--- src/logic/csfc_defs.svh ---
// constants for the clock switch and fail control block
`ifndef CSFC_DEFS_SVH
`define CSFC_DEFS_SVH
// word addresses on the register bus
`define CSFC_ADDR_OSC      3'h0
`define CSFC_ADDR_KEY      3'h1
`define CSFC_ADDR_STAT     3'h2
`define CSFC_ADDR_MASK     3'h3
`define CSFC_ADDR_CFG      3'h4
// oscillator_control fields
`define CSFC_BIT_SWREQ     0
`define CSFC_BIT_CFAIL     3
`define CSFC_NSRC_LSB      8
`define CSFC_NSRC_MSB      10
`define CSFC_CSRC_LSB      12
`define CSFC_CSRC_MSB      14
// configuration readback fields
`define CSFC_CFG_INIT_LSB  0
`define CSFC_CFG_INIT_MSB  2
`define CSFC_CFG_MODE_LSB  4
`define CSFC_CFG_MODE_MSB  5
// interrupt status and mask bits
`define CSFC_IRQ_W         3
`define CSFC_IRQ_DONE      0
`define CSFC_IRQ_FAIL      1
`define CSFC_IRQ_REJ       2
// switch_monitor_mode decoding
`define CSFC_MODE_DIS_BIT  1
`define CSFC_MODE_SW_FS    2'h0
// source codes that matter to the switch check
`define CSFC_SRC_FAST_RC_WITH_PLL    3'h1
`define CSFC_SRC_PRIPLL    3'h3
// unlock keys
`define CSFC_KEY1          16'h0055
`define CSFC_KEY2          16'h00aa
// reset values
`define CSFC_RST_SRC       3'h0
`define CSFC_RST_MODE      2'h3
`define CSFC_RST_WORD      32'h0000_0000
`define CSFC_RST_IRQ       3'h0
`endif

--- src/logic/csfc_pkg.sv ---
// types and helpers for the clock switch and fail control block
`default_nettype none
`include "csfc_defs.svh"
package csfc_pkg;
   typedef enum logic [2:0] {
      CSFC_UL_IDLE = 3'b001,
      CSFC_UL_KEY1 = 3'b010,
      CSFC_UL_OPEN = 3'b100
   } csfc_ul_t;

   typedef enum logic [2:0] {
      CSFC_FRC       = 3'b000,
      CSFC_FRC_PLL   = 3'b001,
      CSFC_PRI       = 3'b010,
      CSFC_PRI_PLL   = 3'b011,
      CSFC_RSVD      = 3'b100,
      CSFC_LOW_POWER_RC_OSCILLATOR      = 3'b101,
      CSFC_FRC_DIV16 = 3'b110,
      CSFC_FRC_POST  = 3'b111
   } csfc_src_t;

   // direct hops between the two pll sources are refused
   function automatic logic csfc_forbidden(input logic [2:0] cur,
                                           input logic [2:0] tgt);
      csfc_forbidden = (cur == `CSFC_SRC_FAST_RC_WITH_PLL && tgt == `CSFC_SRC_PRIPLL) ||
                       (cur == `CSFC_SRC_PRIPLL && tgt == `CSFC_SRC_FAST_RC_WITH_PLL);
   endfunction

   // byte-enable merge on a 16-bit word
   function automatic logic [15:0] csfc_merge(input logic [15:0] old,
                                              input logic [15:0] nw,
                                              input logic [1:0]  be);
      csfc_merge = {be[1] ? nw[15:8] : old[15:8],
                    be[0] ? nw[7:0]  : old[7:0]};
   endfunction
endpackage
`default_nettype wire

--- src/logic/csfc_unlock.sv ---
// unlock sequence tracker guarding oscillator_control writes
`timescale 1ns/1ps
`default_nettype none
`include "csfc_defs.svh"
module csfc_unlock
   import csfc_pkg::*;
#(
   parameter logic [15:0] KEY1 = `CSFC_KEY1,
   parameter logic [15:0] KEY2 = `CSFC_KEY2
) (
   input  wire logic        i_core_clk,
   input  wire logic        i_rst,
   input  wire logic        i_acc,
   input  wire logic        i_key_wr,
   input  wire logic [15:0] i_key_data,
   output logic             o_unlocked
);
   csfc_ul_t state_q;
   csfc_ul_t state_d;

   // any access other than the next key step closes the lock again
   always_comb begin
      state_d = state_q;
      if (i_acc) begin
         if (i_key_wr && i_key_data == KEY1) begin
            state_d = CSFC_UL_KEY1;
         end else if (i_key_wr && state_q == CSFC_UL_KEY1 &&
                      i_key_data == KEY2) begin
            state_d = CSFC_UL_OPEN;
         end else begin
            state_d = CSFC_UL_IDLE;
         end
      end
   end

   always_ff @(posedge i_core_clk) begin
      if (i_rst) begin
         state_q <= CSFC_UL_IDLE;
      end else begin
         state_q <= state_d;
      end
   end

   assign o_unlocked = (state_q == CSFC_UL_OPEN);
endmodule // csfc_unlock
`default_nettype wire

--- src/logic/csfc_top.sv ---
// clock switch request and clock fail status with avalon register access
`timescale 1ns/1ps
`default_nettype none
`include "csfc_defs.svh"
module csfc_top
   import csfc_pkg::*;
#(
   parameter logic [15:0] KEY1 = `CSFC_KEY1,
   parameter logic [15:0] KEY2 = `CSFC_KEY2
) (
   input  wire logic        i_core_clk,
   input  wire logic        i_rst,
   input  wire logic        i_warm_rst,
   input  wire logic [2:0]  i_avs_address,
   input  wire logic        i_avs_read,
   input  wire logic        i_avs_write,
   input  wire logic [31:0] i_avs_writedata,
   input  wire logic [3:0]  i_avs_byteenable,
   output logic             o_avs_waitrequest,
   output logic [31:0]      o_avs_readdata,
   input  wire logic [1:0]  i_switch_monitor_mode,
   input  wire logic [2:0]  i_initial_source_select,
   input  wire logic        i_clock_fail,
   input  wire logic        i_switch_done,
   output logic             o_switch_req,
   output logic [2:0]       o_switch_target,
   output logic [2:0]       o_current_source,
   output logic             o_fail_monitor_enable,
   output logic             o_clock_fail,
   output logic             o_irq
);
   // bus state, cleared by either reset
   logic                    wait_q, wait_d;
   logic [31:0]             rdata_q, rdata_d;
   logic [`CSFC_IRQ_W-1:0]  stat_q, stat_d, mask_q, mask_d;
   logic                    irq_q, irq_d;
   // oscillator state, cleared by power-on reset only
   logic                    captured_q, captured_d;
   logic [1:0]              mode_q, mode_d;
   logic [2:0]              init_q, init_d;
   logic [2:0]              cur_q, cur_d, new_q, new_d;
   logic                    sw_req_q, sw_req_d, cf_q, cf_d;
   logic                    fs_en_q, fs_en_d;

   logic                    acc, wr_acc, ctrl_wr, unlocked, bus_rst;
   logic                    sw_en, fail_ev, done_ev, rej_ev;
   logic [15:0]             osc_word, wdata;
   logic [`CSFC_IRQ_W-1:0]  events;

   assign bus_rst = i_rst | i_warm_rst;
   assign acc     = (i_avs_read | i_avs_write) & ~wait_q;
   assign wr_acc  = i_avs_write & ~wait_q;

   csfc_unlock #(
      .KEY1 (KEY1),
      .KEY2 (KEY2)
   ) u_unlock (
      .i_core_clk (i_core_clk),
      .i_rst      (bus_rst),
      .i_acc      (acc),
      .i_key_wr   (wr_acc && i_avs_address == `CSFC_ADDR_KEY),
      .i_key_data (i_avs_writedata[15:0]),
      .o_unlocked (unlocked)
   );

   always_comb begin
      osc_word = 16'h0000;
      osc_word[`CSFC_CSRC_MSB:`CSFC_CSRC_LSB] = cur_q;
      osc_word[`CSFC_NSRC_MSB:`CSFC_NSRC_LSB] = new_q;
      osc_word[`CSFC_BIT_CFAIL] = cf_q;
      osc_word[`CSFC_BIT_SWREQ] = sw_req_q;
   end

   assign wdata = csfc_merge(osc_word, i_avs_writedata[15:0],
                             i_avs_byteenable[1:0]);
   assign ctrl_wr = wr_acc && i_avs_address == `CSFC_ADDR_OSC && unlocked;
   assign sw_en   = ~mode_q[`CSFC_MODE_DIS_BIT];
   assign fail_ev = i_clock_fail & fs_en_q & captured_q;

   // oscillator control next state
   always_comb begin
      captured_d = 1'b1;
      mode_d     = mode_q;
      init_d     = init_q;
      cur_d      = cur_q;
      new_d      = new_q;
      sw_req_d   = sw_req_q;
      cf_d       = cf_q;
      done_ev    = 1'b0;
      rej_ev     = 1'b0;
      if (!captured_q) begin
         mode_d = i_switch_monitor_mode;
         init_d = i_initial_source_select;
         cur_d  = i_initial_source_select;
         new_d  = i_initial_source_select;
      end else begin
         if (ctrl_wr) begin
            if (!sw_req_q) begin
               new_d = wdata[`CSFC_NSRC_MSB:`CSFC_NSRC_LSB];
            end
            // software clears the flag by writing zero
            if (!wdata[`CSFC_BIT_CFAIL]) begin
               cf_d = 1'b0;
            end
            if (wdata[`CSFC_BIT_SWREQ] && sw_en && !sw_req_q) begin
               if (csfc_forbidden(cur_q,
                                  wdata[`CSFC_NSRC_MSB:`CSFC_NSRC_LSB])) begin
                  rej_ev = 1'b1;
               end else begin
                  sw_req_d = 1'b1;
               end
            end
         end
         if (sw_req_q && i_switch_done) begin
            cur_d    = new_q;
            sw_req_d = 1'b0;
            done_ev  = 1'b1;
         end
         if (fail_ev) begin
            cf_d = 1'b1;
         end
      end
      fs_en_d = (mode_d == `CSFC_MODE_SW_FS);
   end

   always_ff @(posedge i_core_clk) begin
      if (i_rst) begin
         captured_q <= 1'b0;
         mode_q     <= `CSFC_RST_MODE;
         init_q     <= `CSFC_RST_SRC;
         cur_q      <= `CSFC_RST_SRC;
         new_q      <= `CSFC_RST_SRC;
         sw_req_q   <= 1'b0;
         cf_q       <= 1'b0;
         fs_en_q    <= 1'b0;
      end else begin
         captured_q <= captured_d;
         mode_q     <= mode_d;
         init_q     <= init_d;
         cur_q      <= cur_d;
         new_q      <= new_d;
         sw_req_q   <= sw_req_d;
         cf_q       <= cf_d;
         fs_en_q    <= fs_en_d;
      end
   end

   always_comb begin
      events = '0;
      events[`CSFC_IRQ_DONE] = done_ev;
      events[`CSFC_IRQ_FAIL] = fail_ev;
      events[`CSFC_IRQ_REJ]  = rej_ev;
   end

   // bus, status and mask next state
   always_comb begin
      wait_d  = ~((i_avs_read | i_avs_write) & wait_q);
      rdata_d = rdata_q;
      stat_d  = stat_q;
      mask_d  = mask_q;
      if (i_avs_read && wait_q) begin
         rdata_d = `CSFC_RST_WORD;
         unique case (i_avs_address)
            `CSFC_ADDR_OSC:  rdata_d[15:0] = osc_word;
            `CSFC_ADDR_STAT: rdata_d[`CSFC_IRQ_W-1:0] = stat_q;
            `CSFC_ADDR_MASK: rdata_d[`CSFC_IRQ_W-1:0] = mask_q;
            `CSFC_ADDR_CFG: begin
               rdata_d[`CSFC_CFG_INIT_MSB:`CSFC_CFG_INIT_LSB] = init_q;
               rdata_d[`CSFC_CFG_MODE_MSB:`CSFC_CFG_MODE_LSB] = mode_q;
            end
            default: rdata_d = `CSFC_RST_WORD;
         endcase
      end
      if (wr_acc && i_avs_byteenable[0]) begin
         if (i_avs_address == `CSFC_ADDR_STAT) begin
            stat_d = stat_q & ~i_avs_writedata[`CSFC_IRQ_W-1:0];
         end
         if (i_avs_address == `CSFC_ADDR_MASK) begin
            mask_d = i_avs_writedata[`CSFC_IRQ_W-1:0];
         end
      end
      // a new event wins over a same-cycle clear
      stat_d = stat_d | events;
      irq_d  = |(stat_q & mask_q);
   end

   always_ff @(posedge i_core_clk) begin
      if (bus_rst) begin
         wait_q  <= 1'b1;
         rdata_q <= `CSFC_RST_WORD;
         stat_q  <= `CSFC_RST_IRQ;
         mask_q  <= `CSFC_RST_IRQ;
         irq_q   <= 1'b0;
      end else begin
         wait_q  <= wait_d;
         rdata_q <= rdata_d;
         stat_q  <= stat_d;
         mask_q  <= mask_d;
         irq_q   <= irq_d;
      end
   end

   assign o_avs_waitrequest     = wait_q;
   assign o_avs_readdata        = rdata_q;
   assign o_switch_req          = sw_req_q;
   assign o_switch_target       = new_q;
   assign o_current_source      = cur_q;
   assign o_fail_monitor_enable = fs_en_q;
   assign o_clock_fail          = cf_q;
   assign o_irq                 = irq_q;
endmodule // csfc_top
`default_nettype wire

--- config.mk ---
export PLATFORM = sky130hd
export DESIGN_NAME = csfc_top
export DESIGN_NICKNAME = d
export VERILOG_FILES = /design/src/logic/csfc_pkg.sv /design/src/logic/csfc_unlock.sv /design/src/logic/csfc_top.sv
export VERILOG_INCLUDE_DIRS = /design/src /design/src/logic
export SDC_FILE = /design/constraint.sdc
export NUM_CORES = 1
export LEC_CHECK = 0
export BUFFER_PORTS_ARGS = -buffer_cell sky130_fd_sc_hd__buf_2
export CAP_MARGIN = 40
export CORE_MARGIN = 2
export CORE_UTILIZATION = 35
export CTS_CLUSTER_SIZE = 12
export DETAILED_ROUTE_END_ITERATION = 8
export HOLD_SLACK_MARGIN = 0.15
export PLACE_DENSITY = 0.61
export SYNTH_ARGS = -nofsm -noshare
export SYNTH_HDL_FRONTEND = slang
export SYNTH_SLANG_ARGS = --single-unit
--- constraint.sdc ---
create_clock -name i_core_clk -period 3 [get_ports i_core_clk]
set_input_delay 0 -clock i_core_clk [delete_from_list [all_inputs] [get_ports i_core_clk]]
set_output_delay 0 -clock i_core_clk [all_outputs]
set_load 0.05 [all_outputs]
# == Word level (Yosys, flattened, before mapping) ==
# Cells that the tools add are included.
# op_classes
eq_ne,17
muxes,30
bitwise_logic,14
n_reduce_logical,25
# ops
operator,n
3-bit two-way mux,10
16-bit by 7-bit equality test with 1-bit output (second input constant),1
16-bit by 8-bit equality test with 1-bit output (second input constant),1
3-bit by 2-bit equality test with 1-bit output (second input constant),5
1-bit two-way mux,15
1-bit logical AND,13
3-bit one-hot mux with 4 select lines,1
3-bit by 1-bit equality test with 1-bit output (second input constant),3
9-bit two-way mux,1
3-bit AND,2
3-bit equality test (second input constant),2
2-bit by 1-bit != test with 1-bit output (second input constant),3
2-bit nonzero test,3
1-bit AND,5
2-bit two-way mux,2
4-bit two-way mux,1
2-bit != test (second input constant),2
2-bit AND reduction,2
4-bit AND reduction,1
3-bit zero test,1
1-bit inverter,3
3-bit inverter,1
3-bit bitwise OR,1
3-bit AND reduction,1
other kinds (5),6
# word_totals
ff_bits,42
in_bits,51
output_inout_bits,43
elab_cells,100

# == Longest topological paths before layout ==
# Gate-level depths: netlist (run 1).
# depth
word_depth,9
depth_mapped,5
depth_no_buf,4

# == Modules after synthesis ==
# Synthesis (run 1) repeated with hierarchy kept, for this count alone.
# unflattened
cells_unflattened,210
area_unflattened_um2,1870.5
# modules_own_cells
mod,n_inst,cells_per_inst,area_per_inst_um2,seq_area_each_um2
csfc_top,1,187,1676.6,700.7
csfc_unlock,1,23,193.9,60.1

# == Least setup slack after synthesis (run 1) ==
# OpenSTA, ideal clock, no wires.
# synth_timing
kind,flip-flop to flip-flop
startpoint,register wait_q (netlist: o_avs_waitrequest)
endpoint,register stat_q[2]
setup_ns,0.075
arrival_ns,1.745
t_required_ns,2.925
setup_slack_ns,1.180
stages_incl_launch_ff,5
synth_period_minus_slack_ns,1.820
path_cell_list,dfxtp_1 > nand2b_1 > or3_1 > or4_1 > o22ai_1
# synth_between
elab_chain_cells,7
word_cells_on_any_way,9
classes_between,3 x mux; 3 x bitwise; 3 x reduce/logical
# synth_lines
item,line,text
"start, declared",csfc_top.sv:33,"logic wait_q, wait_d;"
"start signal, assigned",csfc_top.sv:195,wait_q <= wait_d;
1-bit inverter *,csfc_top.sv:52,assign wr_acc = i_avs_write & ~wait_q;
1-bit AND *,csfc_top.sv:52,
1-bit logical AND (no source line),-,
1-bit logical AND,csfc_top.sv:76,assign ctrl_wr = wr_acc && i_avs_address == `CSFC_ADDR_OSC && unlocked;
1-bit two-way mux,csfc_top.sv:97,if (ctrl_wr) begin
1-bit two-way mux,csfc_top.sv:91,if (!captured_q) begin
3-bit bitwise OR *,csfc_top.sv:183,stat_d = stat_d | events;
"end signal, assigned",csfc_top.sv:191,stat_q <= `CSFC_RST_IRQ;
"end signal, assigned",csfc_top.sv:197,stat_q <= stat_d;
"end, declared",csfc_top.sv:35,"logic [`CSFC_IRQ_W-1:0] stat_q, stat_d, mask_q, mask_d;"
# Mark *: on every way between the ends. The rest lies on a longest branch, timed or not.
# A chain may end at the register's enable or synchronous reset.

# == Worst setup path in the final report (run 1) ==
# layout_timing
startpoint,input port i_avs_address[2]
endpoint,register cf_q (netlist: o_clock_fail)
# layout_between
elab_chain_cells,5
# layout_lines
item,line,text
"start, declared",csfc_top.sv:14,"input wire logic [2:0] i_avs_address,"
3-bit zero test,-,
1-bit logical AND (no source line),-,
1-bit logical AND,csfc_top.sv:76,
2-bit nonzero test (no source line),-,
3-bit AND reduction (no source line),-,
"end signal, assigned",csfc_top.sv:134,cf_q <= 1'b0;
"end signal, assigned",csfc_top.sv:143,cf_q <= cf_d;
"end, declared",csfc_top.sv:42,"logic sw_req_q, sw_req_d, cf_q, cf_d;"
# No other way between the ends.

==> results_dict.tcl, run 1 <==
set metrics [dict create \
    hold_path_class "in2reg" \
    crit_required_ns 3.18 \
    synth.most_common_cell "dfxtp_1" \
    yosysSeqAreaShare_pct 41.1 \
    synth_enable_flop_cells 0 \
    max-slew-margin-rel_pct 48.6 \
    synth.distinct_cells 40 \
    endpoint_kind "register" \
    syn_inst 218 \
    holdPathStages 5 \
    power_leakage_nw 1.06 \
    async_flop_share_pct 0 \
    final.min_clock_period_ns 2.85 \
    track_usage_pct 16.2 \
    clk_pin_slew_worst_paths_ns 0.07 \
    grt_pass1_wl_um 7680 \
    num_antenna_cells 0 \
    peakVddDrop_mv 0.219 \
    criticalPathCategory "in2reg" \
    cts_tree "built" \
    ys.warnings.count 0 \
    synth_top_area_share_pct 41.1 \
    maxSlewViolCount 0 \
    total_power_w 0.00118 \
    drc 0 \
    cts.htree.levels 2 \
    hpwlAfterDp_um 3340 \
    grt_max_degree 23 \
    chipHeight_um 76.7 \
    syn2layout_area_growth_pct 34.4 \
    rows 26 \
    regArea_um2 761 \
    rsz0062_at_grt "false" \
    synth_area_leaders "dfxtp_1 (41%), mux2i_1 (8.7%), buf_4 (8.1%)" \
    start_kind "primary input" \
    ctsResizeCount 0 \
    ant_nets 0 \
    hold-worst-slack_ns 0.179 \
    grt_overflow 0 \
    wire_per_inst_um 12.8 \
    dp_cells 333 \
    place_area_mm2 0.00210 \
    multiInputGateArea_um2 958 \
    hold_path_end "u_unlock.state_q[2]" \
    max-cap-violations 0 \
    vias_per_cell 4.72 \
    antenna_found_initial 0 \
    tns_ns 0 \
    finalCritPeriodShare_pct 94.9 \
    clockPowerShare_pct 36.5 \
    powerDensity_mw_per_mm2 473 \
    dr.pass1.iters 4 \
    reg2reg_to "o_clock_fail" \
    clkLatencyLatePin_ns 0.29 \
    core_mm2 0.00511 \
    globalplace.congestion 0.850 \
    start_util_pct 36.2 \
    p_sw_share_pct 29.1 \
    ios 94 \
    cts_buffers 5 \
    p_int_w 0.000834 \
    combPwrFrac_pct 18.0 \
    worst_clock_skew_ns 0.00761 \
    finalHoldViolations 0 \
    ff2ff_setup_slack_ns 0.23 \
    avgSynthCellArea_um2 8.49 \
    port-buffer-count 55 \
    seq_power_share_pct 45.5 \
    dieArea_mm2 0.00589 \
    fmax_ghz 0.351 \
    cp.arrival_ns 3.03 \
    drive_gt1_share_pct 22.1 \
    final_cells 369 \
    worst_slew_pin_slew_ns 0.771 \
    outcome "finished clean" \
    hp-start "i_avs_writedata[4]" \
    drt_iter0_drc 79 \
    synth_ff_type "dfxtp_1" \
    nFillCells 511 \
    nets 349 \
    net-switching-power_w 0.000343 \
    syn_area_mm2 0.00185 \
    r2r_cells 6 \
    clock-sinks 38 \
    fin_area_mm2 0.00249 \
    vias 1740 \
    r2r_start "u_unlock.state_q[0]" \
    crit_fanout 7 \
    ys_top_cells_by_count "dfxtp_1 (38), nor2_1 (23), a21oi_1 (20), buf_4 (20), nand2_1 (19)" \
    die_w_um 76.7 \
    ys_ff_latch 38 \
    first_global_vias 1621 \
    cts_root_buf "clkbuf_8" \
    wirelength_um 4740 \
    setup_viol 0 \
    clockBufferDepth 2 \
    yosysTopAreaCell "dfxtp_1" \
]
power by group through the flow:
stage | sequential, W | clock [W] | combinational, W
finish | 0.000536 | 0.000429 | 0.000212
global route | 0.000538 | 0.000454 | 0.000227
CTS | 0.000535 | 0.000434 | 0.000211
detailed placement | 0.000547 | 0 | 0.000186
global placement | 0.000548 | 0 | 0.000185
floorplan | 0.000567 | 0 | 0.000134
what timing repair did:
action,in CTS,in global routing
endpoints found under the hold margin,26,0
buffers inserted,0,0
hold buffers,28,0
critical path: stages:
cell           delay (ns)
dlygate4sd3_1        0.56
buf_2                0.17
or4b_4               0.50
or3_1                0.36
o31ai_1              0.23
dlygate4sd3_1        0.58
a21oi_1              0.06
dlygate4sd3_1        0.56
state kept, by name, indices dropped and copies added, names as in the netlist, 2 cells and up:
name and count:
o_avs_readdata 12, mask_q 3, o_current_source 3, mode_q 2, o_switch_target 3, stat_q 3
u_unlock.state_q 3, init_q 3
through the flow:
stage | setup slack (ns) | util, %
finish | 0.154 | 48.7
global route | 0.0934 | 48.7
CTS | 0.236 | 48.7
detailed placement | 1.11 | 41.1
global placement | 1.12 | 41.1
floorplan | 1.18 | -
worst max-delay path by stage:
stage	from	end	slack (ns)
2_1_floorplan	o_avs_waitrequest	stat_q[2]	1.18
3_3_place_gp	u_unlock.state_q[0]	stat_q[2]	1.12
3_5_place_dp	u_unlock.state_q[0]	stat_q[2]	1.11
4_1_cts	i_avs_address[2]	o_clock_fail	0.24
5_1_grt	i_avs_address[2]	o_clock_fail	0.09
6_report	i_avs_address[2]	o_clock_fail	0.15
per-layer routing:
metal	GRT usage, %	wire (um)	share of wire (%)
met3	4.12	246	5.2
met2	25.9	2200	47
met5	0	0	0
met1	20.6	2160	46
met4	7.45	127	2.7
placed cells by master (no fill, tap or decap), types with 2 or more instances in the layout:
master         synthesis  routed
mux2i_1               16      16
o21ai_0                7       7
nand4_1                3       3
dfxtp_1               38      38
conb_1                 1      20
or3_1                  2       2
nor2b_1                3       3
or2_2                  2       2
nor2_1                23      23
nand2_1               19      19
buf_2                  0      55
clkbuf_1               7       2
clkbuf_8               0       5
inv_1                  5       5
o2bb2ai_1              2       2
nor4_1                 3       3
nand3_1               15      15
nor4bb_1               2       2
a311oi_1               3       3
dlygate4sd3_1          0      28
a22oi_1                3       3
nand2b_1               2       2
nor3b_1                3       3
a21oi_1               20      20
cell families after synthesis:
logic type / share of synthesized area (%)
muxes: 9.26
DFF: 41.1
xor gates and xnor gates: 0.473
AOI/OAI and AO/OA: 14.1
other: 0.203
and+or+nand+nor: 23.9
buffers and inverters: 11.0
final cells by class:
type | count | area share, %
clock inverters | 1 | 1.21
flip-flops and latches | 38 | 30.6
inverters | 5 | 0.755
repair buffers | 83 | 22.3
multi-input cells | 165 | 38.5
well taps | 70 | 3.52
clock buffers | 7 | 3.07
(Power assumes the default switching activity.)
==> run 2, diff against run 1 <==
--- a/config.mk
+++ b/config.mk
@@ -6,14 +6,16 @@
 export SDC_FILE = /design/constraint.sdc
 export NUM_CORES = 1
 export LEC_CHECK = 0
-export BUFFER_PORTS_ARGS = -buffer_cell sky130_fd_sc_hd__buf_2
 export CAP_MARGIN = 40
+export CELL_PAD_IN_SITES_DETAIL_PLACEMENT = 1
+export CELL_PAD_IN_SITES_GLOBAL_PLACEMENT = 2
 export CORE_MARGIN = 2
 export CORE_UTILIZATION = 35
 export CTS_CLUSTER_SIZE = 12
 export DETAILED_ROUTE_END_ITERATION = 8
+export DONT_BUFFER_PORTS = 1
 export HOLD_SLACK_MARGIN = 0.15
-export PLACE_DENSITY = 0.61
+export PLACE_DENSITY = 0.78
 export SYNTH_ARGS = -nofsm -noshare
 export SYNTH_HDL_FRONTEND = slang
 export SYNTH_SLANG_ARGS = --single-unit
==> constraint.sdc (replaced) <==
create_clock -name i_core_clk -period 3 [get_ports i_core_clk]
set_input_delay 0.45 -clock i_core_clk [delete_from_list [all_inputs] [get_ports i_core_clk]]
set_output_delay 0.45 -clock i_core_clk [all_outputs]
set_load 0.05 [all_outputs]
==> results_dict.tcl, run 2 (synthesized netlist as in run 1, its figures left out) <==
set metrics [dict create \
    tns_ns 0 \
    dieArea_mm2 0.00589 \
    path_depth 4 \
    finalHoldViolations 0 \
    cts_root_buf "clkbuf_8" \
    start_kind "register" \
    powerDensity_mw_per_mm2 616 \
    ctsResizeCount 0 \
    dr.pass1.iters 4 \
    path_buf_inv 0 \
    worst_slew_pin_slew_ns 0.775 \
    cts_setup_buffers 0 \
    rows 26 \
    crit_chain "nand2b_1 > or3_1 > or4_1 > o22ai_1" \
    die_w_um 76.7 \
    drive_gt1_share_pct 6.45 \
    pre_cts_ws_ns 1.01 \
    max-cap-violations 0 \
    wirelength_um 4780 \
    hold-worst-slack_ns 0.215 \
    crit_required_ns 3.22 \
    fmax_ghz 0.508 \
    setup_viol 0 \
    grt_pass1_wl_um 7730 \
    antenna_found_initial 0 \
    finalCritPeriodShare_pct 65.6 \
    drc 0 \
    max-slew-margin-rel_pct 48.3 \
    place_area_mm2 0.00183 \
    r2r_cells 4 \
    cp.arrival_ns 2.19 \
    ant_nets 0 \
    vias 1481 \
    clkLatencyLatePin_ns 0.30 \
    setup_ws_ns 1.03 \
    cts_buffers 5 \
    track_usage_pct 16.8 \
    clk_pin_slew_worst_paths_ns 0.08 \
    globalplace.congestion 0.784 \
    largest_register_ffs 12 \
    chipHeight_um 76.7 \
    cts_hold_buf 0 \
    grt_overflow 0 \
    ios 94 \
    power_leakage_nw 0.718 \
    syn2layout_area_growth_pct 6.49 \
    start_util_pct 36.2 \
    critical_path.slowest_cell "dfxtp_1" \
    cp_top_family "simple AND/OR/NAND/NOR gates" \
    holdPathStages 1 \
    criticalPathCategory "reg2reg" \
    final_cells 287 \
    endpoint_kind "register" \
    crit_fanout 8 \
    cts_tree "built" \
    outcome "finished clean" \
    rsz0062_at_grt "false" \
    hold_path_class "in2reg" \
    maxSlewViolCount 0 \
    dp_cells 279 \
    hpwlAfterDp_um 3660 \
    slowest_delay_ns 0.54 \
    drt_iter0_drc 48 \
    wire_per_inst_um 16.7 \
    final.min_clock_period_ns 1.97 \
    worst_clock_skew_ns 0.00681 \
    peakVddDrop_mv 0.204 \
    core_mm2 0.00511 \
    layout_common_cells "dfxtp_1 (38), nor2_1 (23), a21oi_1 (20), conb_1 (20), nand2_1 (19)" \
    num_antenna_cells 0 \
    vias_per_cell 5.16 \
    first_global_vias 1456 \
    cts.htree.levels 2 \
    fin_area_mm2 0.00197 \
    nets 267 \
    clock-sinks 38 \
    port-buffer-count 0 \
    layout_commonest_cell "dfxtp_1" \
    grt_max_degree 23 \
    clockBufferDepth 2 \
]
## run 2: worst paths after layout
path / slack, ns / to / start
setup reg to reg: 1.03 / stat_q[2] / o_avs_waitrequest
hold reg to reg: 0.50 / u_unlock.state_q[1] / u_unlock.state_q[1]
hold / removal: 0.22 / o_current_source[0] / i_rst
setup / recovery: 1.03 / stat_q[2] / o_avs_waitrequest
## run 2: through the flow
step	power (W)	util (%)
after global placement	0.000695	35.9
after floorplan	0.000701	-
after CTS	0.00123	38.6
after detailed placement	0.000696	35.9
after global routing	0.00126	38.6
final	0.00121	38.6
## run 2: cell type report
class,instances,area [um^2]
clock buffers,5,68.8
clock inverters,3,68.8
fillers,638,3140
inverters,5,18.8
multi-input cells,165,958
flip-flops and latches,38,761
well taps,70,87.6
repair buffers,1,7.51
## run 2: report_power, final
part	leakage, nW	total, W	internal [W]	switching (W)
sequential	0.309	0.000562	0.000517	0.0000444
combinational	0.340	0.000123	0.0000279	0.0000946
clock	0.0683	0.000530	0.000333	0.000197
total	0.718	0.00121	0.000879	0.000336
## run 2: routing by layer
layer  wire, um  global-route usage (%)  up-vias
li1           -                       -      730
met1       2180                    22.0      697
met2       2220                    26.5       48
met3        319                    5.18        6
met4         64                    5.45        0
met5          0                       0        -
## run 2: worst reg2reg max path: cells and delay by family, from the launching register on
family / cells / cell delay, ns
flops: 1 / 0.54
compound gates: 1 / 0.13
simple gates: 3 / 1.24
